File: src/rtl/cmsp_defs.svh
// register offsets, field positions and reset values of the mode and stack pointer unit
`ifndef CMSP_DEFS_SVH
`define CMSP_DEFS_SVH

// ----------------------------------------
// register file locations (system group)
// ----------------------------------------
`define CMSP_MODE_ADDR 8'heb
`define CMSP_USP_HIGH_ADDR 8'hec
`define CMSP_USP_LOW_ADDR 8'hed
`define CMSP_SSP_HIGH_ADDR 8'hee
`define CMSP_SSP_LOW_ADDR 8'hef

// ----------------------------------------
// mode register fields
// ----------------------------------------
`define CMSP_MODE_RESET 8'he0
`define CMSP_SSP_SEL_BIT 7
`define CMSP_USP_SEL_BIT 6
`define CMSP_HALF_BIT 5
`define CMSP_PRS_MSB 4
`define CMSP_PRS_LSB 2
`define CMSP_BUS_REQUEST_PIN_EN_BIT 1
`define CMSP_FLOAT_BIT 0

// ----------------------------------------
// stack engine sizes
// ----------------------------------------
`define CMSP_BUF_BYTES 5
`define CMSP_INT_HIGH 8'h00

`endif

File: src/rtl/cmsp_pkg.sv
// types shared by the mode and stack pointer unit
package cmsp_pkg;

  // sequencer stack operations
  typedef enum logic [3:0] {
    CMSP_OP_PUSH = 4'h0,
    CMSP_OP_POP = 4'h1,
    CMSP_OP_IRQ = 4'h2,
    CMSP_OP_CALL = 4'h3,
    CMSP_OP_CALLS = 4'h4,
    CMSP_OP_LINK = 4'h5,
    CMSP_OP_UNLINK = 4'h6,
    CMSP_OP_RET = 4'h7,
    CMSP_OP_RETS = 4'h8,
    CMSP_OP_IRET = 4'h9
  } cmsp_op_type;

  // stack engine states, gray along idle-push and pop-drain-idle; idle-pop flips both bits
  typedef enum logic [1:0] {
    CMSP_IDLE = 2'b00,
    CMSP_PUSH = 2'b01,
    CMSP_POP = 2'b11,
    CMSP_DRAIN = 2'b10
  } cmsp_state_type;

endpackage

File: src/rtl/cmsp_clock_div.sv
// core clock tick generator: oscillator halving and 1..8 prescale
`timescale 1ns/1ps
`include "cmsp_defs.svh"
module cmsp_clock_div import cmsp_pkg::*; (
  input wire logic clock,
  input wire logic resetn,
  input wire logic half_sel,
  input wire logic [2:0] prescale,
  output logic core_tick
);

  logic [3:0] cnt_reg;
  logic [3:0] limit;

  // total divide is (prescale+1) doubled when halving; limit is divide-1
  assign limit = half_sel ? {prescale, 1'b1} : {1'b0, prescale};

  // ----------------------------------------
  // divider counter
  // ----------------------------------------
  // a tick rather than a derived clock keeps everything on one clock tree
  always_ff @(posedge clock) begin
    if (!resetn) begin
      cnt_reg <= 4'h0;
      core_tick <= 1'b0;
    end else if (cnt_reg >= limit) begin
      cnt_reg <= 4'h0;
      core_tick <= 1'b1;
    end else begin
      cnt_reg <= cnt_reg + 4'h1;
      core_tick <= 1'b0;
    end
  end

endmodule

File: src/rtl/cmsp_mode_stack.sv
// cpu mode control register and system/user stack pointer engine
// Functional notes
// - mode bit 7: system stack internal/external
// - mode bit 6: user stack internal/external
// - mode bit 5 halves oscillator clock
// - mode bits 4:2 prescale core clock 1..8
// - mode bit 1 gates bus request pin
// - mode bit 0 floats external bus lines
// - float affects address/data configured lines and all control strobe lines
// - push pre-decrements, pop post-increments
// - pop leaves stack contents untouched
// - user and word variants, combinable
// - interrupt entry pushes pc and flags
// - code segment also pushed when enabled
// - call pushes pc; segment call adds segment
// - link reserves frame on selected stack
// - returns and unlink pop matching items
// - 16-bit pointers at consecutive system locations
// - internal stack uses low byte only
// - mode register resets to e0
`timescale 1ns/1ps
`include "cmsp_defs.svh"
module cmsp_mode_stack import cmsp_pkg::*; #(
  parameter int AD_W = 8,
  parameter bit HAS_BUS_REQUEST_PIN_PIN = 1'b1
) (
  input wire logic clock,
  input wire logic resetn,
  input wire logic [7:0] reg_addr,
  input wire logic reg_wr,
  input wire logic [7:0] reg_wdata,
  output logic [7:0] reg_rdata,
  input wire logic op_valid,
  input wire cmsp_op_type op_kind,
  input wire logic op_user,
  input wire logic op_word,
  input wire logic [15:0] op_data,
  input wire logic [15:0] op_pc,
  input wire logic [7:0] op_flags,
  input wire logic [7:0] op_cs,
  input wire logic [7:0] op_frame_len,
  input wire logic push_code_segment_en,
  output logic op_busy,
  output logic op_done,
  output logic [39:0] pop_data,
  output logic mem_rd,
  output logic mem_wr,
  output logic mem_ext,
  output logic [15:0] mem_addr,
  output logic [7:0] mem_wdata,
  input wire logic [7:0] mem_rdata,
  output logic system_stack_location_sel,
  output logic user_stack_location_sel,
  output logic osc_half_rate_sel,
  output logic [2:0] core_clock_prescale,
  output logic ext_bus_float_en,
  output logic ext_bus_request_en,
  output logic core_clock_tick,
  input wire logic bus_request_pin,
  output logic ext_bus_request,
  input wire logic [AD_W-1:0] ad_drive_req,
  input wire logic [AD_W-1:0] ad_line_is_bus,
  output logic [AD_W-1:0] ad_oe_n,
  input wire logic [2:0] ctrl_drive_req,
  output logic [2:0] ctrl_oe_n
);

  logic [7:0] mode_reg;
  logic [15:0] usp_reg;
  logic [15:0] ssp_reg;
  cmsp_state_type state_reg;
  logic user_reg;
  logic [2:0] cnt_reg;
  logic [8*`CMSP_BUF_BYTES-1:0] buf_reg;
  logic [15:0] act_sp;
  logic act_internal;
  logic op_take;

  // pointer step: an internal stack only moves the low byte
  function automatic logic [15:0] sp_step(input logic [15:0] sp, input logic [15:0] delta,
                                          input logic internal);
    logic [15:0] sum;
    sum = sp + delta;
    sp_step = internal ? {sp[15:8], sum[7:0]} : sum;
  endfunction

  // stack address: register file stacks drop the high byte
  function automatic logic [15:0] stack_addr(input logic [15:0] sp, input logic internal);
    stack_addr = internal ? {`CMSP_INT_HIGH, sp[7:0]} : sp;
  endfunction

  // ----------------------------------------
  // decode of the active stack
  // ----------------------------------------
  assign act_sp = user_reg ? usp_reg : ssp_reg;
  assign act_internal = user_reg ? mode_reg[`CMSP_USP_SEL_BIT] : mode_reg[`CMSP_SSP_SEL_BIT];
  assign op_take = op_valid && !op_busy;

  assign system_stack_location_sel = mode_reg[`CMSP_SSP_SEL_BIT];
  assign user_stack_location_sel = mode_reg[`CMSP_USP_SEL_BIT];
  assign osc_half_rate_sel = mode_reg[`CMSP_HALF_BIT];
  assign core_clock_prescale = mode_reg[`CMSP_PRS_MSB:`CMSP_PRS_LSB];
  assign ext_bus_request_en = mode_reg[`CMSP_BUS_REQUEST_PIN_EN_BIT];
  assign ext_bus_float_en = mode_reg[`CMSP_FLOAT_BIT];

  // ----------------------------------------
  // mode register
  // ----------------------------------------
  // writes are held off while the engine runs so a stack never moves mid-operation
  always_ff @(posedge clock) begin
    if (!resetn) begin
      mode_reg <= `CMSP_MODE_RESET;
    end else if (reg_wr && !op_busy && reg_addr == `CMSP_MODE_ADDR) begin
      mode_reg <= reg_wdata;
    end
  end

  // ----------------------------------------
  // register read port
  // ----------------------------------------
  always_ff @(posedge clock) begin
    if (!resetn) begin
      reg_rdata <= 8'h00;
    end else begin
      unique case (reg_addr)
        `CMSP_MODE_ADDR: reg_rdata <= mode_reg;
        `CMSP_USP_HIGH_ADDR: reg_rdata <= usp_reg[15:8];
        `CMSP_USP_LOW_ADDR: reg_rdata <= usp_reg[7:0];
        `CMSP_SSP_HIGH_ADDR: reg_rdata <= ssp_reg[15:8];
        `CMSP_SSP_LOW_ADDR: reg_rdata <= ssp_reg[7:0];
        default: reg_rdata <= 8'h00;
      endcase
    end
  end

  // ----------------------------------------
  // stack pointers
  // ----------------------------------------
  // no reset: software must load them before the first stack operation
  always_ff @(posedge clock) begin
    if (reg_wr && !op_busy) begin
      unique case (reg_addr)
        `CMSP_USP_HIGH_ADDR: usp_reg[15:8] <= reg_wdata;
        `CMSP_USP_LOW_ADDR: usp_reg[7:0] <= reg_wdata;
        `CMSP_SSP_HIGH_ADDR: ssp_reg[15:8] <= reg_wdata;
        `CMSP_SSP_LOW_ADDR: ssp_reg[7:0] <= reg_wdata;
        default: ;
      endcase
    end
    if (op_take && (op_kind == CMSP_OP_LINK || op_kind == CMSP_OP_UNLINK)) begin
      // frame reserve or release, on the user stack in the user variant
      if (op_user) begin
        usp_reg <= sp_step(usp_reg, op_kind == CMSP_OP_LINK ? -{8'h00, op_frame_len} : {8'h00, op_frame_len},
                           mode_reg[`CMSP_USP_SEL_BIT]);
      end else begin
        ssp_reg <= sp_step(ssp_reg, op_kind == CMSP_OP_LINK ? -{8'h00, op_frame_len} : {8'h00, op_frame_len},
                           mode_reg[`CMSP_SSP_SEL_BIT]);
      end
    end else if (state_reg == CMSP_PUSH || state_reg == CMSP_POP) begin
      // push decrements before the write, pop increments after the read
      if (user_reg) begin
        usp_reg <= sp_step(usp_reg, state_reg == CMSP_PUSH ? 16'hffff : 16'h0001, act_internal);
      end else begin
        ssp_reg <= sp_step(ssp_reg, state_reg == CMSP_PUSH ? 16'hffff : 16'h0001, act_internal);
      end
    end
  end

  // ----------------------------------------
  // stack engine sequencing
  // ----------------------------------------
  always_ff @(posedge clock) begin
    if (!resetn) begin
      state_reg <= CMSP_IDLE;
      op_busy <= 1'b0;
      op_done <= 1'b0;
      user_reg <= 1'b0;
      cnt_reg <= 3'h0;
      buf_reg <= '0;
    end else begin
      op_done <= 1'b0;
      unique case (state_reg)
        CMSP_IDLE: begin
          if (op_take) begin
            // automatic pushes always go to the system stack
            user_reg <= op_user && (op_kind == CMSP_OP_PUSH || op_kind == CMSP_OP_POP);
            unique case (op_kind)
              CMSP_OP_PUSH: begin
                buf_reg <= {24'h000000, op_data};
                cnt_reg <= op_word ? 3'd2 : 3'd1;
                state_reg <= CMSP_PUSH;
                op_busy <= 1'b1;
              end
              CMSP_OP_IRQ: begin
                // order pc low, pc high, [segment], flags
                buf_reg <= push_code_segment_en ? {8'h00, op_flags, op_cs, op_pc} : {16'h0000, op_flags, op_pc};
                cnt_reg <= push_code_segment_en ? 3'd4 : 3'd3;
                state_reg <= CMSP_PUSH;
                op_busy <= 1'b1;
              end
              CMSP_OP_CALL, CMSP_OP_CALLS: begin
                buf_reg <= {16'h0000, op_cs, op_pc};
                cnt_reg <= op_kind == CMSP_OP_CALLS ? 3'd3 : 3'd2;
                state_reg <= CMSP_PUSH;
                op_busy <= 1'b1;
              end
              CMSP_OP_POP, CMSP_OP_RET, CMSP_OP_RETS, CMSP_OP_IRET: begin
                // pop counts mirror what the matching entry pushed
                if (op_kind == CMSP_OP_POP) begin
                  cnt_reg <= op_word ? 3'd2 : 3'd1;
                end else if (op_kind == CMSP_OP_RET) begin
                  cnt_reg <= 3'd2;
                end else if (op_kind == CMSP_OP_RETS) begin
                  cnt_reg <= 3'd3;
                end else begin
                  cnt_reg <= push_code_segment_en ? 3'd4 : 3'd3;
                end
                state_reg <= CMSP_POP;
                op_busy <= 1'b1;
              end
              default: begin
                op_done <= 1'b1; // link and unlink finish in one cycle
              end
            endcase
          end
        end
        CMSP_PUSH: begin
          buf_reg <= {8'h00, buf_reg[8*`CMSP_BUF_BYTES-1:8]};
          cnt_reg <= cnt_reg - 3'd1;
          if (cnt_reg == 3'd1) begin
            state_reg <= CMSP_IDLE;
            op_busy <= 1'b0;
            op_done <= 1'b1;
          end
        end
        CMSP_POP: begin
          cnt_reg <= cnt_reg - 3'd1;
          if (cnt_reg == 3'd1) begin
            state_reg <= CMSP_DRAIN;
          end
        end
        CMSP_DRAIN: begin
          state_reg <= CMSP_IDLE;
          op_busy <= 1'b0;
          op_done <= 1'b1;
        end
      endcase
    end
  end

  // ----------------------------------------
  // memory strobes
  // ----------------------------------------
  // reads never write back, so popped locations keep their bytes
  always_ff @(posedge clock) begin
    if (!resetn) begin
      mem_rd <= 1'b0;
      mem_wr <= 1'b0;
      mem_ext <= 1'b0;
      mem_addr <= 16'h0000;
      mem_wdata <= 8'h00;
    end else begin
      mem_wr <= state_reg == CMSP_PUSH;
      mem_rd <= state_reg == CMSP_POP;
      mem_ext <= !act_internal;
      mem_wdata <= buf_reg[7:0];
      if (state_reg == CMSP_PUSH) begin
        mem_addr <= stack_addr(sp_step(act_sp, 16'hffff, act_internal), act_internal);
      end else if (state_reg == CMSP_POP) begin
        mem_addr <= stack_addr(act_sp, act_internal);
      end
    end
  end

  // ----------------------------------------
  // pop result capture
  // ----------------------------------------
  always_ff @(posedge clock) begin
    if (!resetn) begin
      pop_data <= 40'h0000000000;
    end else if (op_take) begin
      pop_data <= 40'h0000000000;
    end else if (mem_rd) begin
      pop_data <= {pop_data[31:0], mem_rdata};
    end
  end

  // ----------------------------------------
  // external bus controls
  // ----------------------------------------
  // floating applies to lines configured as address/data and to all control strobes; plain i/o address lines still drive
  always_ff @(posedge clock) begin
    if (!resetn) begin
      ad_oe_n <= '1;
      ctrl_oe_n <= 3'b111;
      ext_bus_request <= 1'b0;
    end else begin
      ad_oe_n <= ~(ad_drive_req & ~({AD_W{ext_bus_float_en}} & ad_line_is_bus));
      ctrl_oe_n <= ~(ctrl_drive_req & {3{!ext_bus_float_en}});
      ext_bus_request <= HAS_BUS_REQUEST_PIN_PIN && ext_bus_request_en && bus_request_pin;
    end
  end

  cmsp_clock_div u_clock_div (
    .clock(clock),
    .resetn(resetn),
    .half_sel(osc_half_rate_sel),
    .prescale(core_clock_prescale),
    .core_tick(core_clock_tick)
  );

  // ----------------------------------------
  // checks
  // ----------------------------------------
  mode_reset_a: assert property (@(posedge clock) !resetn |=> mode_reg == `CMSP_MODE_RESET)
    else $error("mode register not e0 after reset");
  push_predec_a: assert property (@(posedge clock) disable iff (!resetn)
    mem_wr |-> mem_addr[7:0] == act_sp[7:0])
    else $error("push address is not the decremented pointer");
  pop_postinc_a: assert property (@(posedge clock) disable iff (!resetn)
    mem_rd |-> mem_addr[7:0] == act_sp[7:0] - 8'h01)
    else $error("pop did not increment after reading");
  pop_nowrite_a: assert property (@(posedge clock) disable iff (!resetn)
    (state_reg == CMSP_POP || state_reg == CMSP_DRAIN) |=> !mem_wr)
    else $error("write seen during a pop");
  internal_addr_a: assert property (@(posedge clock) disable iff (!resetn)
    ((mem_rd || mem_wr) && !mem_ext) |-> mem_addr[15:8] == 8'h00)
    else $error("internal stack address uses the high byte");
  irq_cs_a: assert property (@(posedge clock) disable iff (!resetn)
    (op_take && op_kind == CMSP_OP_IRQ && push_code_segment_en) |-> ##2 mem_wr [*4] ##0 op_done)
    else $error("interrupt entry with segment did not push four bytes");
  irq_plain_a: assert property (@(posedge clock) disable iff (!resetn)
    (op_take && op_kind == CMSP_OP_IRQ && !push_code_segment_en) |-> ##4 op_done ##0 $past(mem_wr, 2))
    else $error("interrupt entry did not push three bytes");
  call_push_a: assert property (@(posedge clock) disable iff (!resetn)
    (op_take && op_kind == CMSP_OP_CALL && !op_user) |-> ##3 op_done)
    else $error("call did not push two bytes");
  ret_pop_a: assert property (@(posedge clock) disable iff (!resetn)
    (op_take && op_kind == CMSP_OP_RET) |-> ##2 mem_rd [*2] ##1 op_done)
    else $error("return did not pop two bytes");
  link_once_a: assert property (@(posedge clock) disable iff (!resetn)
    (op_take && op_kind == CMSP_OP_LINK) |=> op_done && !op_busy)
    else $error("link did not finish in one cycle");
  float_gate_a: assert property (@(posedge clock) disable iff (!resetn)
    $past(resetn) |-> ad_oe_n == ~($past(ad_drive_req) & ~({AD_W{$past(mode_reg[0])}} & $past(ad_line_is_bus))))
    else $error("bus float gating wrong");
  bus_request_pin_gate_a: assert property (@(posedge clock) disable iff (!resetn)
    (!ext_bus_request_en || !bus_request_pin) |=> !ext_bus_request)
    else $error("bus request passed while disabled");

endmodule

File: config.mk
export PLATFORM = sky130hd
export DESIGN_NAME = cmsp_mode_stack
export DESIGN_NICKNAME = d
export VERILOG_FILES = /design/src/rtl/cmsp_pkg.sv /design/src/rtl/cmsp_clock_div.sv /design/src/rtl/cmsp_mode_stack.sv
export VERILOG_INCLUDE_DIRS = /design/src /design/src/rtl
export SDC_FILE = /design/constraint.sdc
export NUM_CORES = 1
export LEC_CHECK = 0
export ABC_CLOCK_PERIOD_IN_PS = 5300
export CELL_PAD_IN_SITES_DETAIL_PLACEMENT = 1
export CELL_PAD_IN_SITES_GLOBAL_PLACEMENT = 2
export CORE_MARGIN = 2
export CORE_UTILIZATION = 40
export CTS_BUF_LIST = sky130_fd_sc_hd__clkbuf_4
export CTS_CLUSTER_DIAMETER = 50
export CTS_CLUSTER_SIZE = 25
export DETAILED_ROUTE_END_ITERATION = 10
export DONT_BUFFER_PORTS = 1
export HOLD_SLACK_MARGIN = 0.06
export MAX_ROUTING_LAYER = met4
export PLACE_DENSITY_LB_ADDON = 0.2
export SYNTH_ARGS = -nofsm -noshare
export SYNTH_HDL_FRONTEND = slang
export SYNTH_SLANG_ARGS = --single-unit
File: constraint.sdc
create_clock -name clock -period 5.3 [get_ports clock]
set_clock_uncertainty 0.1 [all_clocks]
set_input_delay 0.265 -clock clock [delete_from_list [all_inputs] [get_ports clock]]
set_output_delay 0.265 -clock clock [all_outputs]
set_load 0.01 [all_outputs]
==> flow_summary_export.csv <==
group,metric,value,unit
status,status,"completed",
synthesis,netlist.area_leader.share,27.5,%
setup_path,slowest_stage,"nor4_1",
setup_path,end_kind,"flop",
setup_path,worstSetupPathType,"input pin to flop",
global_routing,grtUsageTotal,26.7,%
final_layout,instances_no_fill,1803,
timing,hold_viol_final,0,
synthesis,synth_cell_types,79,
timing,worst_pin_slew,1.15,ns
final_layout,fin_area,13100,µm²
clocking,root_buffer,"clkbuf_4",
global_routing,gr-total-overflow,0,
place,dp_cells,1655,
setup_path,cp.arrival,3.93,ns
die,start_util,40.7,%
timing,setup_tns,0,ns
die,core,27900,µm²
synthesis,synth_edf_count,16,
timing,min_period_over_period,68.8,%
pwr,power.density,489,nW/µm²
place,placed_area,11700,µm²
place,place_congestion,0.854,
clocking,clkTransAtPathRegs,0.20,ns
synthesis,yosys_warnings,0,
final_layout,drive_gt1_share,6.26,%
detailed_routing,vias,10300,
global_routing,grt_pass1_wl,59.5,mm
detailed_routing,vias_per_cell,5.72,
place,port_buffers,0,
detailed_routing,drc,0,
synthesis,synthFlopType,"dfxtp_1",
setup_path,worstPathMaxFanout,5,
clocking,cts_resized,0,
synthesis,yosys-top-cells-area,"dfxtp_1, mux2i_1, ha_1, nand2_1, nor2_1",
setup_path,rr_worst_depth,11,
final_layout,layout.nets,1595,
setup_path,critPathMaxStageDelay,0.50,ns
setup_path,crit_chain,"nor3_1 -> nand2b_1 -> nor4_1 -> ha_1 -> mux2_2 -> ha_1 -> a21oi_1 -> a21boi_0 -> a2111oi_4 -> o21bai_2 -> maj3_2 -> a211oi_2 -> mux2i_1 -> a211o_1",
global_routing,grt_pass1_vias,10400,
synthesis,syn_inst,1326,
timing,rsz0062_at_grt,"no",
clocking,clk_path_buf_depth,2,
setup_path,required,5.58,ns
die,rows,61,
clocking,numCtsBuffers,17,
clocking,clock_sinks,172,
detailed_routing,first_pass_iters,5,
detailed_routing,drt-initial-drc-count,529,
timing,maxSlewHeadroom,23.0,%
synthesis,synth.avg_cell_area,8.55,µm²
synthesis,postSynthNetCount,1513,
die,dieArea,29700,µm²
global_routing,antenna_found_initial,4,
detailed_routing,ant_nets,0,
timing,final-setup-viol-count,0,
clocking,cts_tree,"done",
place,dp_hpwl,27.1,mm
final_layout,final_util,47.2,%
clocking,cts_setup_buffers,0,
clocking,clock_latency,0.59,ns
pwr,leakage,4.91,nW
place,pre_cts_ws,1.08,ns
die,die_h,172,µm
timing,max_freq,274,MHz
synthesis,ys_seq_area_share,31.8,%
global_routing,grt_max_degree,54,
worst_hold_path,min_path_cells,5,
pwr,ir_drop,0.199,mV
synthesis,synth_area,11300,µm²
synthesis,yosys.area.top_type,"dfxtp_1",
worst_hold_path,min_path_type,"input pin to flop",
timing,slew_viol_final,0,
final_layout,syn2layout_area_growth,15.8,%
detailed_routing,post_drt_wl_per_cell,21.5,µm
timing,period_needed,3.65,ns
synthesis,async_flop_share,0,%
die,io_pins,209,
job,drv_cap,0,
synthesis,synth_seq_cells,172,
die,die_w,172,µm
setup_path,startpoint_type,"input pin",
clocking,htree_levels,4,
final_layout,largest_register_ffs,40,
setup_path,cp_common_cell,"ha_1",
timing,layout_setup_ws,1.65,ns
detailed_routing,wirelength,38.8,mm
-- worst paths after layout --
kind	startpoint	to	slack (ns)
worst max-delay path	op_frame_len[2]	usp_reg[15]	1.65
worst min-delay path	op_kind[2]	state_reg[1]	0.10
worst max register to register	usp_reg[1]	usp_reg[7]	1.66
worst min register to register	buf_reg[3]	buf_reg[3]	0.37
-- per-stage QoR --
step / total power, mW / hold slack, ns
detailed placement: 5.37 / 0.234
finish: 6.42 / 0.103
CTS: 6.39 / 0.0654
global route: 6.93 / 0.100
floorplan: 4.43 / 0.227
global placement: 5.31 / 0.229
-- final cells by class --
cell class | instances | area [µm²]
Tap cell | 378 | 473
Clock buffer | 17 | 128
Inverter | 27 | 101
Timing Repair Buffer | 126 | 1240
Clock inverter | 15 | 215
Fill cell | 3243 | 14700
Antenna cell | 4 | 10.0
Multi-Input combinational cell | 1064 | 7370
Sequential cell | 172 | 3600
-- layer usage --
layer,vias to the layer above,global-route usage (%),part of all wire [%]
li1,4964,-,-
met1,5049,32.8,45
met2,251,45.2,48
met3,45,3.80,4.5
met4,0,8.29,2.2
met5,-,-,0
-- critical path: cells and delay by family --
| kind | cells | cell delay [ns] |
|---|---|---|
| AOI/OAI and AO/OA | 6 | 1.32 |
| and+or+nand+nor | 3 | 0.83 |
| muxes | 2 | 0.42 |
| adders and majority gates | 3 | 1.07 |
-- cell usage after synthesis, types with 8 or more instances --
library cell,instances
a211oi_1,17
a21boi_0,10
a21o_1,22
a21oi_1,90
a221oi_1,10
a22o_1,8
a22oi_1,11
and2_1,18
buf_2,8
clkbuf_1,44
dfxtp_1,156
edfxtp_1,16
ha_1,72
inv_1,26
mux2i_1,114
mux4_2,8
nand2_1,153
nand2b_1,15
nand3_1,41
nor2_1,136
nor2b_1,23
nor3_1,33
o211ai_1,16
o21ai_0,73
o221ai_1,8
or3_1,11
xnor2_1,36
xor2_1,30
-- cells by family (layout without fill, tap and decap cells) --
family	after synthesis	count (layout)	share of synthesized area, %
muxes	130	130	12.5
xor gates and xnor gates	66	66	5.10
DFF	172	172	31.8
buffers and inverters	90	185	3.39
adders and majority gates	80	80	9.02
other	0	4	0
AOI/OAI and AO/OA	315	315	18.4
and+or+nand+nor	473	473	19.9
-- cells in the final DEF, fill, tap and decap left out, drive strengths merged, types with 12 or more instances in the layout --
cell type	Yosys	routed
dfxtp	156	156
nand2	154	154
nor2	138	138
mux2i	115	115
dlygate4sd3	0	111
a21oi	90	90
o21ai	75	75
ha	72	72
nand3	41	41
inv	26	37
xnor2	36	36
nor3	33	33
xor2	30	30
nor2b	23	23
a21o	22	22
and2	20	20
a211oi	19	19
clkbuf	45	17
o211ai	16	16
edfxtp	16	16
nand2b	15	15
buf	18	15
or3	12	12
-- power by group --
group / switching [mW] / internal [mW]
Sequential: 0.454 / 1.58
Combinational: 2.04 / 1.45
Clock: 0.635 / 0.252
-- what timing repair did --
action                                  CTS  global route
endpoints found under the setup margin    0             0
hold buffers                            112             0
endpoints found under the hold margin   170             0
(Power assumes the default switching activity.)
